File: config.mk
export PLATFORM = sky130hd
export DESIGN_NAME = pfm_protect
export DESIGN_NICKNAME = d
export VERILOG_FILES = /design/src/pfm_pkg.sv /design/src/pfm_protect.sv
export SDC_FILE = /design/constraint.sdc
export NUM_CORES = 1
export LEC_CHECK = 0
export CAP_MARGIN = 20
export CORE_UTILIZATION = 62
export DETAILED_ROUTE_END_ITERATION = 10
export DONT_BUFFER_PORTS = 1
export PLACE_DENSITY = 0.81
export SLEW_MARGIN = 10
export SYNTH_ARGS = -nofsm -noshare
export SYNTH_HDL_FRONTEND = slang
export SYNTH_SLANG_ARGS = --single-unit
File: constraint.sdc
create_clock -name clk_sys -period 22.9 [get_ports clk_sys]
set_input_delay 4.58 -clock clk_sys [delete_from_list [all_inputs] [get_ports clk_sys]]
set_output_delay 4.58 -clock clk_sys [all_outputs]
set_load 0.1 [all_outputs]
File: src/pfm_pkg.sv
`default_nettype none
package pfm_pkg;
   // ==========================================================
   // Thresholds and timing
   // ==========================================================
   localparam int          CLK_KHZ       = 50000;
   localparam int          RESTART_MS    = 130;
   localparam int          RESTART_CYC   = RESTART_MS * CLK_KHZ;
   localparam logic [7:0]  OT_WARN_C     = 8'h78;   // 120 C
   localparam logic [7:0]  OT_WARN_CLR_C = 8'h75;   // 117 C
   localparam logic [7:0]  OT_FAULT_C    = 8'h82;   // 130 C
   localparam logic [7:0]  PG_HI_PCT     = 8'h6E;   // 110 %
   localparam logic [7:0]  PG_LO_PCT_A   = 8'h5A;   // 90 %
   localparam logic [7:0]  PG_LO_PCT_B   = 8'h5F;   // 95 %
   localparam logic [7:0]  OV_MIN_PCT    = 8'h6E;   // 110 %
   localparam logic [7:0]  OV_MAX_PCT    = 8'h82;   // 130 %
   localparam logic [13:0] OV_FLOOR_MV   = 14'h03E8; // 1.0 V
   localparam logic [13:0] TRK_LIM_MV    = 14'h00FA; // 250 mV
   localparam logic [7:0]  PCT_FULL      = 8'h64;   // 100 %

   // ==========================================================
   // Types
   // ==========================================================
   typedef enum logic [2:0] {
      ST_OFF  = 3'b000,
      ST_RAMP = 3'b001,
      ST_RUN  = 3'b010,
      ST_DOWN = 3'b011,
      ST_FAST = 3'b100,
      ST_WAIT = 3'b101
   } pfm_state_t;

   // Status bits, active low: 1 means condition absent
   typedef struct packed {
      logic temp_warning_flag;
      logic power_good_flag;
      logic overcurrent_flag;
      logic undervoltage_flag;
      logic overtemp_flag;
      logic tracking_flag;
      logic overvoltage_flag;
   } pfm_status_t;

   localparam pfm_status_t STATUS_RST = 7'h7F;

   typedef struct packed {
      logic trk_dis;    // Tracking protection disable
      logic latch_oc;
      logic latch_uv;
      logic latch_ot;
      logic latch_tr;
      logic latch_ov;
   } pfm_cfg_one_t;

   typedef struct packed {
      logic report_en;  // Warning reporting to manager
      logic prop_en;    // In-group propagation
   } pfm_cfg_three_t;

   typedef struct packed {
      logic       pg_lo_95;  // 1: 95 %, 0: 90 %
      logic [7:0] ov_pct;
      logic [7:0] uv_pct;
   } pfm_cfg_two_t;
endpackage : pfm_pkg
`default_nettype wire

File: src/pfm_protect.sv
// Operation
// - Temperature above 120 C raises warning, clears status bit, reports.
// - Warning withdrawn, bit restored once temperature drops below 117 C.
// - Warnings reach the manager only while reporting enable is set.
// - Power-good window is 110 % high and 90 or 95 % low.
// - Power-good checked only in steady state; pin low during transitions.
// - Power-good warning pulls pin low, clears bit; released on return.
// - An outside pull-down of the power-good line counts as warning.
// - Warnings never switch the converter off.
// - Limiting above prebias and low output: overcurrent fault, fast off.
// - Fast turn-off opens both power switches at once, no ramp; after overvoltage the low side is closed.
// - Overcurrent temperature compensation follows setpoint register bit.
// - Steady state undervoltage without overcurrent: fault, regular off.
// - Temperature above 130 C at any time: overtemp fault, regular off.
// - Non-latching overtemp restarts once temperature falls below 120 C.
// - During ramp-up, tracking error above 250 mV: fault, fast off.
// - Tracking protection disabled by its configuration bit.
// - Above prebias, overvoltage: error, high side off, low side on.
// - Overvoltage threshold 110 to 130 % of setpoint, never below 1.0 V.
// - A group holds 1 to 32 converters on one open-drain line.
// - With propagation enabled, a faulty converter pulls group line low.
// - A low group line turns this converter off without own fault.
// - Non-latching protection retries every 130 ms until the cause clears.
// - Latching stays off; restart after 130 ms needs clear or reset.
// - Propagated fault gives regular off, propagated error gives fast off.
`timescale 1ns/10ps
`default_nettype none
module pfm_protect #(
   parameter int RESTART_CYCLES = pfm_pkg::RESTART_CYC,
   parameter int MV_W           = 14
) (
   input  wire logic                     clk_sys,
   input  wire logic                     rst_n,
   input  wire logic                     on_cmd,
   input  wire logic                     ramp_done,
   input  wire logic                     above_prebias,
   input  wire logic                     ilim_active,
   input  wire logic [7:0]               temp_c,
   input  wire logic [MV_W-1:0]          vout_mv,
   input  wire logic [MV_W-1:0]          vset_mv,
   input  wire logic [MV_W-1:0]          vramp_mv,
   input  wire pfm_pkg::pfm_cfg_one_t    protection_config_one,
   input  wire pfm_pkg::pfm_cfg_two_t    protection_config_two,
   input  wire pfm_pkg::pfm_cfg_three_t  protection_config_three,
   input  wire logic                     current_limit_setpoint_tc,
   input  wire logic                     status_clr,
   input  wire logic                     pg_in,
   input  wire logic                     grp_in,
   input  wire logic                     grp_fast,
   output logic                          pg_out,
   output logic                          pg_oe,
   output logic                          grp_out,
   output logic                          grp_oe,
   output pfm_pkg::pfm_status_t          protection_status_reg,
   output logic                          warn_report,
   output logic                          tcomp_en,
   output logic                          ramp_up,
   output logic                          ramp_down,
   output logic                          steady,
   output logic                          fast_off,
   output logic                          ls_on
);
   // ==========================================================
   // Elaboration checks
   // ==========================================================
   localparam int TW = 23;
   if (RESTART_CYCLES < 1 || RESTART_CYCLES >= (1 << TW))
      $error("RESTART_CYCLES out of range");
   if (MV_W < 11 || MV_W > 14)
      $error("MV_W must be 11 to 14");

   localparam logic [TW-1:0] RESTART_LAST = TW'(RESTART_CYCLES - 1);

   pfm_pkg::pfm_state_t  state_q;
   pfm_pkg::pfm_status_t protection_status_reg_q;
   logic [TW-1:0]        timer_q;
   logic                 latch_q;
   logic                 ot_cause_q;
   logic                 ov_cause_q;
   logic                 grp_cause_q;
   logic                 reset_seen_q;
   logic                 temp_warn_q;
   logic                 fault_q;

   // ==========================================================
   // Thresholds from setpoint percentages
   // ==========================================================
   logic [7:0]  ov_pct;
   logic [7:0]  pg_lo_pct;
   logic [21:0] pg_hi_thr;
   logic [21:0] pg_lo_thr;
   logic [21:0] uv_thr;
   logic [21:0] ov_raw;
   logic [21:0] ov_thr;
   logic [21:0] vout_w;
   logic [14:0] trk_diff;

   always_comb
   begin
      ov_pct = protection_config_two.ov_pct;
      if (ov_pct < pfm_pkg::OV_MIN_PCT)
         ov_pct = pfm_pkg::OV_MIN_PCT;
      if (ov_pct > pfm_pkg::OV_MAX_PCT)
         ov_pct = pfm_pkg::OV_MAX_PCT;
      pg_lo_pct = protection_config_two.pg_lo_95 ? pfm_pkg::PG_LO_PCT_B
                                                 : pfm_pkg::PG_LO_PCT_A;
      pg_hi_thr = 22'(vset_mv * pfm_pkg::PG_HI_PCT) / 22'(pfm_pkg::PCT_FULL);
      pg_lo_thr = 22'(vset_mv * pg_lo_pct) / 22'(pfm_pkg::PCT_FULL);
      uv_thr    = 22'(vset_mv * protection_config_two.uv_pct)
                  / 22'(pfm_pkg::PCT_FULL);
      ov_raw    = 22'(vset_mv * ov_pct) / 22'(pfm_pkg::PCT_FULL);
      ov_thr    = (ov_raw < 22'(pfm_pkg::OV_FLOOR_MV))
                  ? 22'(pfm_pkg::OV_FLOOR_MV) : ov_raw;
      vout_w    = 22'(vout_mv);
      trk_diff  = (vout_mv > vramp_mv) ? 15'(vout_mv - vramp_mv)
                                       : 15'(vramp_mv - vout_mv);
   end

   // ==========================================================
   // Event detection
   // ==========================================================
   logic below_uv;
   logic oc_ev;
   logic uv_ev;
   logic ot_ev;
   logic tr_ev;
   logic ov_ev;
   logic pg_bad;
   logic pg_ext;
   logic grp_low;
   logic fault_ev;
   logic hard_ev;
   logic soft_ev;
   logic cause_ok;

   always_comb
   begin
      below_uv = vout_w < uv_thr;
      // overcurrent shows as undervoltage while limiting
      oc_ev    = above_prebias && ilim_active && below_uv;
      // undervoltage only in steady state, not overcurrent
      uv_ev    = (state_q == pfm_pkg::ST_RUN) && below_uv && !oc_ev;
      ot_ev    = temp_c > pfm_pkg::OT_FAULT_C;
      tr_ev    = (state_q == pfm_pkg::ST_RAMP)
                 && !protection_config_one.trk_dis
                 && (trk_diff > 15'(pfm_pkg::TRK_LIM_MV));
      ov_ev    = above_prebias && (vout_w > ov_thr);
      pg_bad   = (vout_w > pg_hi_thr) || (vout_w < pg_lo_thr);
      // outside pull-down seen while we release the pin
      pg_ext   = !pg_in && !pg_oe;
      // low group line from a peer or the manager
      grp_low  = !grp_in && !grp_oe;
      fault_ev = oc_ev || uv_ev || ot_ev || tr_ev || ov_ev;
      // fast for own hard events and propagated errors
      hard_ev  = oc_ev || tr_ev || ov_ev || (grp_low && grp_fast);
      soft_ev  = uv_ev || ot_ev || grp_low;
      // overtemp cause clears below the warning level
      cause_ok = !(ot_cause_q && !(temp_c < pfm_pkg::OT_WARN_C))
                 && !(grp_cause_q && grp_low);
   end

   // ==========================================================
   // Converter state machine
   // ==========================================================
   logic active;
   assign active = (state_q == pfm_pkg::ST_RAMP)
                   || (state_q == pfm_pkg::ST_RUN);

   // only faults, errors, the group line and on command low leave a running state
   always_ff @(posedge clk_sys)
   begin
      if (!rst_n)
         state_q <= pfm_pkg::ST_OFF;
      else
      begin
         unique case (state_q)
            pfm_pkg::ST_OFF:
               if (on_cmd && !grp_low)
                  state_q <= pfm_pkg::ST_RAMP;
            pfm_pkg::ST_RAMP, pfm_pkg::ST_RUN:
               // hard events go straight to fast off
               if (hard_ev)
                  state_q <= pfm_pkg::ST_FAST;
               else if (soft_ev || !on_cmd)
                  state_q <= pfm_pkg::ST_DOWN;
               else if (state_q == pfm_pkg::ST_RAMP && ramp_done)
                  state_q <= pfm_pkg::ST_RUN;
            pfm_pkg::ST_DOWN:
               if (ov_ev)
                  state_q <= pfm_pkg::ST_FAST;
               else if (ramp_done)
                  state_q <= (fault_q) ? pfm_pkg::ST_WAIT : pfm_pkg::ST_OFF;
            pfm_pkg::ST_FAST:
               state_q <= pfm_pkg::ST_WAIT;
            pfm_pkg::ST_WAIT:
               // retry after the hiccup if cause is gone
               // latching also needs a clear or on cycle
               if (timer_q == RESTART_LAST && cause_ok
                   && (!latch_q || reset_seen_q))
                  state_q <= pfm_pkg::ST_OFF;
            default:
               state_q <= pfm_pkg::ST_OFF;
         endcase
      end
   end

   // Shutdown bookkeeping, fault_q marks a protective shutdown
   logic trip;
   assign trip = active && (hard_ev || soft_ev);

   always_ff @(posedge clk_sys)
   begin
      if (!rst_n)
      begin
         fault_q     <= 1'b0;
         latch_q     <= 1'b0;
         ot_cause_q  <= 1'b0;
         ov_cause_q  <= 1'b0;
         grp_cause_q <= 1'b0;
      end
      else if (trip || (state_q == pfm_pkg::ST_DOWN && ov_ev))
      begin
         fault_q     <= 1'b1;
         latch_q     <= (oc_ev && protection_config_one.latch_oc)
                     || (uv_ev && protection_config_one.latch_uv)
                     || (ot_ev && protection_config_one.latch_ot)
                     || (tr_ev && protection_config_one.latch_tr)
                     || (ov_ev && protection_config_one.latch_ov);
         ot_cause_q  <= ot_ev;
         ov_cause_q  <= ov_ev;
         grp_cause_q <= grp_low && !fault_ev;
      end
      else if (state_q == pfm_pkg::ST_OFF)
         fault_q <= 1'b0;
   end

   // Hiccup timer, counts from the output reaching zero
   always_ff @(posedge clk_sys)
   begin
      if (!rst_n)
         timer_q <= '0;
      else if (state_q != pfm_pkg::ST_WAIT)
         timer_q <= '0;
      else if (timer_q != RESTART_LAST)
         timer_q <= timer_q + 1'b1;
   end

   // status clear or on command low re-arms a latched part
   always_ff @(posedge clk_sys)
   begin
      if (!rst_n)
         reset_seen_q <= 1'b0;
      else if (state_q != pfm_pkg::ST_WAIT)
         reset_seen_q <= 1'b0;
      else if (status_clr || !on_cmd)
         reset_seen_q <= 1'b1;
   end

   // ==========================================================
   // Status bits, active low; a set beats a clear
   // ==========================================================
   // hysteresis on the warning
   always_ff @(posedge clk_sys)
   begin
      if (!rst_n)
         temp_warn_q <= 1'b0;
      else if (temp_c > pfm_pkg::OT_WARN_C)
         temp_warn_q <= 1'b1;
      else if (temp_c < pfm_pkg::OT_WARN_CLR_C)
         temp_warn_q <= 1'b0;
   end

   always_ff @(posedge clk_sys)
   begin
      if (!rst_n)
         protection_status_reg_q <= pfm_pkg::STATUS_RST;
      else
      begin
         protection_status_reg_q.temp_warning_flag <= !temp_warn_q;
         // power-good bit follows the window in steady state
         protection_status_reg_q.power_good_flag <=
            !((state_q == pfm_pkg::ST_RUN) && (pg_bad || pg_ext));
         if (active && oc_ev)
            protection_status_reg_q.overcurrent_flag <= 1'b0;
         else if (status_clr)
            protection_status_reg_q.overcurrent_flag <= 1'b1;
         if (active && uv_ev)
            protection_status_reg_q.undervoltage_flag <= 1'b0;
         else if (status_clr)
            protection_status_reg_q.undervoltage_flag <= 1'b1;
         if (ot_ev)
            protection_status_reg_q.overtemp_flag <= 1'b0;
         else if (status_clr)
            protection_status_reg_q.overtemp_flag <= 1'b1;
         if (active && tr_ev)
            protection_status_reg_q.tracking_flag <= 1'b0;
         else if (status_clr)
            protection_status_reg_q.tracking_flag <= 1'b1;
         if (ov_ev)
            protection_status_reg_q.overvoltage_flag <= 1'b0;
         else if (status_clr)
            protection_status_reg_q.overvoltage_flag <= 1'b1;
      end
   end
   assign protection_status_reg = protection_status_reg_q;

   // ==========================================================
   // Pins and stage controls, all registered
   // ==========================================================
   always_ff @(posedge clk_sys)
   begin
      if (!rst_n)
      begin
         pg_out      <= 1'b0;
         pg_oe       <= 1'b1;
         grp_out     <= 1'b0;
         grp_oe      <= 1'b0;
         warn_report <= 1'b0;
         tcomp_en    <= 1'b1;
         ramp_up     <= 1'b0;
         ramp_down   <= 1'b0;
         steady      <= 1'b0;
         fast_off    <= 1'b0;
         ls_on       <= 1'b0;
      end
      else
      begin
         // pin held low outside steady state
         pg_oe       <= (state_q != pfm_pkg::ST_RUN) || pg_bad;
         // propagation drives the group line low
         grp_oe      <= protection_config_three.prop_en && fault_q
                        && !grp_cause_q;
         warn_report <= protection_config_three.report_en
                        && (temp_warn_q
                            || !protection_status_reg_q.power_good_flag);
         // compensation enable passed to the current sense
         tcomp_en    <= current_limit_setpoint_tc;
         ramp_up     <= state_q == pfm_pkg::ST_RAMP;
         ramp_down   <= state_q == pfm_pkg::ST_DOWN;
         steady      <= state_q == pfm_pkg::ST_RUN;
         fast_off    <= (state_q == pfm_pkg::ST_FAST)
                        || (state_q == pfm_pkg::ST_WAIT);
         // low side closed for an overvoltage error
         ls_on       <= ov_cause_q && ((state_q == pfm_pkg::ST_FAST)
                        || (state_q == pfm_pkg::ST_WAIT));
      end
   end
endmodule : pfm_protect
`default_nettype wire

Word level (Yosys, flattened, before mapping)
Cells that the tools add are included.

cells by class
  add/sub/neg operators = 3
  multipliers = 4
  div/mod/pow operators = 4
  magnitude comparators = 13
  eq/ne operators = 13
  mux-type cells = 24
  bitwise gates (word level) = 1
  reduce and logical (&&, ||, !) cells = 85

operators with widths
  cell                   number
  $div 22x7->22 const B  3
  $gt 14x22->1           2
  $lt 14x22->1           2
  $mul 14x8->22          2
  $logic_and 1x1->1      33
  $sub 14x14->15         2
  $mux 3                 9
  $logic_or 1x1->1       24
  $lt 8x7->1 const B     3
  $add 23x1->23 const B  1
  $eq 23x23->1 const B   1
  $ne 23x23->1 const B   1
  $div 21x7->22 const B  1
  $lt 22x10->1 const B   1
  $mux 22                1
  $mul 14x7->21          1
  $mul 14x6->20 const B  1
  $logic_not 1->1        17
  $gt 8x8->1 const B     2
  $mux 8                 2
  $gt 15x8->1 const B    1
  $mux 15                1
  $pmux 3 s5             1
  $gt 14x14->1           1
  other kinds (14)       34

word-level totals
  register bits = 49
  input port bits = 86
  output and inout bits = 18
  word-level logic and storage cells = 172

Depth between registers and ports, before layout
Gate-level depths: netlist of run 1.

  depth in word-level cells = 16
  gate-level depth with buffers = 90
  depth with buffers taken out = 84

Worst setup path after synthesis of run 1
Ideal clock, no wire load.

  kind = input-to-reg
  start = input port protection_config_two[15] in the netlist's numbering
  end = register ov_cause_q
  setup time = 0.118 ns
  arrival = 22.859 ns
  data required time = 22.782 ns
  setup slack = -0.077 ns
  cell stages on the path = 86
  path buffers = 6
  cells stage by stage = clkbuf_1 -> and4b_1 -> a21oi_1 -> clkbuf_1 -> nand2_1 -> fa_1 -> inv_1 -> fa_1 -> ha_1 -> inv_1 -> fa_1 -> inv_1 -> ha_1 -> a21o_1 -> a21oi_1 -> o21bai_1 -> a21oi_1 -> o21bai_1 -> [... 50 more ...] -> nor2b_1 -> o21ai_0 -> nand2b_1 -> a21oi_1 -> nor2b_1 -> o21ai_0 -> nand2b_1 -> a21oi_1 -> nor2_1 -> a211oi_1 -> a2111oi_0 -> nor2_1 -> and2_1 -> inv_1 -> o31a_1 -> clkbuf_1 -> mux2i_1 -> nor2b_1

between the ends
  longest elaborated chain between the ends = 15
  elaborated cells between the ends (all ways) = 16
  those cells by class = mul (1); div (1); order compare (4); mux (3); reduce/logical (7)

ends and longest elaborated chain
  item                            RTL line            text
  start, declared                 pfm_protect.sv:43   input wire pfm_pkg::pfm_cfg_two_t protection_config_two,
  $lt 8x7->1                      pfm_protect.sv:101  if (ov_pct < pfm_pkg::OV_MIN_PCT)
  $mux 8 (*)                      pfm_protect.sv:101
  $gt 8x8->1                      pfm_protect.sv:103  if (ov_pct > pfm_pkg::OV_MAX_PCT)
  $mux 8 (*)                      pfm_protect.sv:103
  $mul 14x8->22 (*)               pfm_protect.sv:111  ov_raw = 22'(vset_mv * ov_pct) / 22'(pfm_pkg::PCT_FULL);
  $div 22x7->22 (*)               pfm_protect.sv:111
  $lt 22x10->1                    pfm_protect.sv:112  ov_thr = (ov_raw < 22'(pfm_pkg::OV_FLOOR_MV))
  $mux 22 (*)                     pfm_protect.sv:113  ? 22'(pfm_pkg::OV_FLOOR_MV) : ov_raw;
  $gt 14x22->1 (*)                pfm_protect.sv:147  ov_ev = above_prebias && (vout_w > ov_thr);
  $logic_and 1x1->1 (*)           pfm_protect.sv:147
  $logic_or 1x1->1 (2 in series)  pfm_protect.sv:155  hard_ev = oc_ev || tr_ev || ov_ev || (grp_low && grp_fast);
  $logic_or 1x1->1                pfm_protect.sv:209  assign trip = active && (hard_ev || soft_ev);
  $logic_and 1x1->1               pfm_protect.sv:209
  $logic_or 1x1->1                pfm_protect.sv:221  else if (trip || (state_q == pfm_pkg::ST_DOWN && ov_ev))
  end signal, assigned            pfm_protect.sv:230  ov_cause_q <= ov_ev;
  end, declared                   pfm_protect.sv:79   logic ov_cause_q;

Mark *: on every way between the ends. The rest lies on a longest branch, timed or not.
A chain may end at the register's enable or synchronous reset.

Worst setup path after layout of run 1
  start = input port vset_mv[8]
  end = register pg_oe

between the ends
  longest elaborated chain between the ends = 5
  elaborated cells between the ends (all ways) = 8
  those cells by class = mul (2); div (2); order compare (2); reduce/logical (2)

ends and longest elaborated chain
  item                                            RTL line                                text
  start, declared                                 pfm_protect.sv:40                       input wire logic [MV_W-1:0] vset_mv,
  $mul 14x7->21 or $mul 14x6->20 (tied branches)  pfm_protect.sv:108, pfm_protect.sv:107
  $div 22x7->22 or $div 21x7->22 (tied branches)  pfm_protect.sv:108, pfm_protect.sv:107
  $lt 14x22->1 or $gt 14x22->1 (tied branches)    pfm_protect.sv:148                      pg_bad = (vout_w > pg_hi_thr) || (vout_w < pg_lo_thr);
  $logic_or 1x1->1 (*)                            pfm_protect.sv:148
  $logic_or 1x1->1 (*)                            pfm_protect.sv:329                      pg_oe <= (state_q != pfm_pkg::ST_RUN) || pg_bad;
  end signal, assigned                            pfm_protect.sv:329
  end, declared                                   pfm_protect.sv:51                       output logic pg_oe,

Marked as above.

==> impl_metrics.yaml, run 1 <==
outcome:
  status: "completed"
floorplanning:
  initial_core_util_pct: 63.0
  dieArea_mm2: 0.0507
  rows: 81
  io_pins: 104
  die_x_um: 225
  die_y_um: 225
  core_area_mm2: 0.0491
clock_network:
  cts_tree: "built"
  htree_levels: 2
  clkSinkCount: 49
  numCtsBuffers: 5
  clkLatencyLatePin_ns: 0.29
  cts_root_buf: "clkbuf_16"
  clk_path_buf_depth: 2
  path_clk_slew_ns: 0.07
synth:
  synth_edf_count: 0
  avgSynthCellArea_um2: 7.35
  post-synth-top-area-fraction_pct: 14.6
  synth.most_common_cell: "nor2_1"
  syn_inst: 4204
  synth.mux.area_fraction_pct: 2.75
  synthSimpleGateAreaFrac_pct: 25.8
  synth_compound_area_share_pct: 29.7
  synth.distinct_cells: 138
  synth_flop_cell: "dfxtp_1"
  synthArstFlopShare_pct: 0
  synth_seq_cells: 49
  synth_top_family_by_area: "compound AO/OA/AOI/OAI gates"
  synth_fa_ha_area_share_pct: 25.6
  synth_largest_area_cell: "fa_1"
  synthXorXnorAreaFrac_pct: 7.11
  ys_top_cells_by_count: "388 x nor2_1, 381 x nand2_1, 321 x inv_1"
  synth_seq_area_share_pct: 3.18
  yosysWarnings: 0
  synthTopCellsByArea: "fa_1 15%, ha_1 10%, nor2_1 4.7%"
  netlist_area_mm2: 0.0309
grt:
  grt-ovfl-total: 0
  grt_max_degree: 55
  grtUsageTotal_pct: 36.1
  grt_first_pass_wirelength_um: 152000
  grt_pass1_vias: 30300
  antenna_found_initial: 1
finish:
  fill_cells: 4127
  largest_reg_flops: 23
  area_delta_synth_final_pct: 10.2
  multi_input_area_mm2: 0.0290
  seq_area_um2: 981
  nNetsFinal: 4879
  drive_gt1_share_pct: 13.0
sta:
  clock_skew_ns: 0.00560
  slew_headroom_pct: 26.4
  finalCritPeriodShare_pct: 97.1
  setup-violations-final: 0
  finalMaxSlewViolations: 0
  fmax_mhz: 45.0
  finalSetupTns_ns: 0
  period_needed_ns: 22.24
  worst_pin_slew_ns: 1.10
  hold_viol: 0
placement:
  place.gp.congestion: 1.01
  port-buffer-count: 0
  dp_hpwl_um: 76300
drt:
  drt_iter0_drc: 3443
  num_vias: 33300
  dr.pass1.iters: 8
  postRouteAntennaNets: 0
  wire_per_inst_um: 19.4
  drc: 0
  wl_um: 96700
  viasPerCell: 6.69
setup_path:
  cp_common_cell: "buf_4"
  worstSetupPathType: "in -> reg"
  cp.arrival_ns: 22.42
  critPathCaptureType: "flop"
  critPathRequiredTime_ns: 23.08
  slowest_delay_ns: 0.60
  path_max_fanout: 19
  cpMaxStageDelayCell: "or4_4"
  startpoint_type: "input port"
worst_hold_path:
  hold_path_class: "reg -> reg"
job:
  cap_viol_max_count: 0
-- per-layer routing --
metal  global-route usage [%]  part of all wire (%)
met5                        0                 0.013
met4                     11.3                   3.5
met3                     5.88                   9.8
met2                     58.1                    45
met1                     49.2                    42
-- final timing paths --
kind,start,endpoint,slack [ns],depth (start not counted)
min,temp_warn_q,protection_status_reg[6],0.40,1
min reg2reg,temp_warn_q,protection_status_reg[6],0.40,1
max reg2reg,timer_q[1],state_q[0],20.10,12
max,vset_mv[8],pg_oe,0.66,74
-- critical path: cells and delay by family --
family / cells / cell delay, ns
mux: 2 / 0.78
fa+ha+maj: 5 / 2.19
compound gates: 30 / 6.06
simple gates: 28 / 7.34
buf+inv: 9 / 1.42
-- final cells by class --
class	count	share of cell area (%)
Clock buffer	5	0.368
Multi-Input combinational cell	3687	85.2
Tap cell	664	2.44
Inverter	334	3.75
Sequential cell	49	2.88
Antenna cell	1	0.00735
Clock inverter	3	0.202
Timing Repair Buffer	232	5.16
-- timing repair --
action,CTS,global route
endpoints found under the setup margin,0,12
resized for setup,0,182
hold buffers,0,0
setup buffers,0,41
-- placed cells by master, fill, tap and decap left out, types with 24 or more instances in the layout --
| cell | Yosys | final |
|---|---|---|
| dfxtp_1 | 49 | 49 |
| and2_1 | 135 | 134 |
| fa_1 | 226 | 225 |
| nand4_1 | 48 | 48 |
| nand2_1 | 381 | 377 |
| o211ai_1 | 67 | 67 |
| and3_1 | 60 | 59 |
| a21o_1 | 73 | 73 |
| o22ai_1 | 28 | 24 |
| o21ai_0 | 196 | 191 |
| nor2b_1 | 37 | 37 |
| a31oi_1 | 58 | 54 |
| a21oi_1 | 239 | 228 |
| ha_1 | 258 | 255 |
| nor3_1 | 116 | 108 |
| buf_4 | 4 | 229 |
| xnor2_1 | 165 | 157 |
| nor4_1 | 33 | 26 |
| xor2_1 | 82 | 77 |
| o21ai_1 | 36 | 37 |
| a211oi_1 | 58 | 51 |
| or3_1 | 52 | 51 |
| nand2b_1 | 47 | 47 |
| nor2_1 | 388 | 384 |
| nand3_1 | 139 | 134 |
| mux2i_1 | 52 | 48 |
| inv_1 | 321 | 318 |
| o21a_1 | 42 | 41 |
| or2_2 | 37 | 38 |
| o31ai_1 | 42 | 37 |
-- cell families (layout without fill, tap and decap cells) --
kind of cell             after synthesis  in the layout
multiplexers                          79             79
buffers and inverters                469            574
AND/OR/NAND/NOR                     1582           1582
flip-flops                            49             49
adder cells (fa/ha/maj)              498            498
other                                  1              3
XOR/XNOR                             249            249
AO/OA/AOI/OAI                       1277           1277
-- metrics by stage --
step / cell area (um2) / instances / hold slack, ns / setup WS, ns / util, %
floorplan: 30900 / 4205 / 0.358 / 0.0339 / -
global placement: 32600 / 4924 / 0.364 / -0.223 / 66.5
detailed placement: 32600 / 4925 / 0.381 / -0.145 / 66.5
CTS: 32800 / 4933 / 0.397 / 0.0577 / 66.9
global route: 34000 / 4974 / 0.416 / -0.232 / 69.4
finish: 34000 / 4975 / 0.397 / 0.662 / 69.4
Power of run 1 is not shown: default switching activity piles up to over one toggle a cycle in this logic, so the estimate is an artifact.
==> run 2: changes to the inputs <==
- CORE_MARGIN: unset -> 2
==> run 2 against run 1 <==
Effect of this change:
- count of clock-buffer cells in the layout unchanged
- worst hold slack got worse by 0.013 ns
- cell area up 0.52%
- highest routed layer unchanged
- global-route usage decreased by 0.75 points
- largest cell class unchanged
==> impl_metrics.yaml, run 2 (same netlist as run 1, synthesis figures left out) <==
outcome:
  status: "completed"
drt:
  drc: 0
  viasPerCell: 6.65
  dr.pass1.iters: 6
  wl_um: 95200
  postRouteAntennaNets: 0
  wire_per_inst_um: 19.1
  drt_iter0_drc: 3280
  num_vias: 33100
floorplanning:
  die_x_um: 227
  rows: 81
  core_area_mm2: 0.0491
  die_y_um: 227
  initial_core_util_pct: 63.0
  io_pins: 104
  dieArea_mm2: 0.0516
placement:
  pre_cts_ws_ns: -0.238
  port-buffer-count: 0
  place.gp.congestion: 1.02
  dp_hpwl_um: 75700
setup_path:
  cpMaxStageDelayCell: "or4_4"
  critPathRequiredTime_ns: 23.07
  cp.arrival_ns: 22.32
  startpoint_type: "input port"
  reg2reg_slack_ns: 20.08
  path_max_fanout: 23
  critPathCaptureType: "flop"
  worstSetupPathType: "in -> reg"
  slowest_delay_ns: 0.62
grt:
  grtUsageTotal_pct: 35.4
  grt_max_degree: 55
  grt_first_pass_wirelength_um: 152000
  antenna_found_initial: 4
  grt_pass1_vias: 30200
  grt-ovfl-total: 0
finish:
  drive_gt1_share_pct: 13.4
  nNetsFinal: 4886
  final_cell_mix: "382 x nor2_1, 377 x nand2_1, 317 x inv_1, 254 x ha_1, 238 x buf_4"
  final_util_pct: 69.7
  largest_reg_flops: 23
  area_delta_synth_final_pct: 10.8
  layout_commonest_cell: "nor2_1"
clock_network:
  path_clk_slew_ns: 0.07
  clkSinkCount: 49
  clk_path_buf_depth: 2
  clkLatencyLatePin_ns: 0.28
  cts_hold_buf: 0
  htree_levels: 2
  numCtsBuffers: 5
  cts_root_buf: "clkbuf_16"
  cts_tree: "built"
sta:
  setup_slack_ns: 0.745
  clock_skew_ns: 0.00477
  finalMaxSlewViolations: 0
  finalCritPeriodShare_pct: 96.7
  fmax_mhz: 45.1
  hold_viol: 0
  slew_headroom_pct: 25.1
  period_needed_ns: 22.15
  worst_pin_slew_ns: 1.12
  setup-violations-final: 0
job:
  cap_viol_max_count: 0
worst_hold_path:
  hold_path_class: "reg -> reg"
-- run 2: through the flow --
step | setup TNS (ns) | instance area (um2) | instances | hold slack (ns)
after floorplan | 0 | 30900 | 4205 | 0.358
after global placement | -0.0389 | 32700 | 4939 | 0.369
after detailed placement | -0.292 | 32700 | 4939 | 0.367
after CTS | 0 | 32900 | 4947 | 0.384
after global routing | -0.818 | 34200 | 4983 | 0.398
final | 0 | 34200 | 4984 | 0.383
-- run 2: what timing repair did --
action / CTS / global route
gates resized for setup: 0 / 209
setup buffers: 0 / 34
setup endpoints to repair: 0 / 13
-- run 2: final timing paths --
check | startpoint | to | depth (start not counted)
setup / recovery | vset_mv[12] | pg_oe | 75
setup reg to reg | timer_q[0] | state_q[0] | 12
hold reg to reg | temp_warn_q | protection_status_reg[6] | 1
hold / removal | temp_warn_q | protection_status_reg[6] | 1
-- run 2: per-layer routing --
layer,up-vias,wire length [um],global-route usage (%)
li1,15700,-,-
met1,15500,40100,48.3
met2,1681,41900,56.3
met3,263,9260,5.80
met4,4,3880,12.8
met5,-,29,0
-- run 2: final cells by class --
cell class	count	area [um2]
Timing Repair Buffer	239	1800
Fill cell	4074	14800
Sequential cell	49	981
Antenna cell	3	7.51
Multi-Input combinational cell	3687	29200
Clock buffer	5	125
Inverter	334	1280
Tap cell	664	831
Clock inverter	3	26.3
-- run 2: worst max-delay path, delay by kind of cell --
family,cells,cell delay (ns)
AOI/OAI and AO/OA,37,7.97
muxes,1,0.37
and+or+nand+nor,21,5.85
xor gates and xnor gates,2,0.22
buffers and inverters,9,1.25
adders and majority gates,5,2.08
Power of run 2 is left out for the same reason.
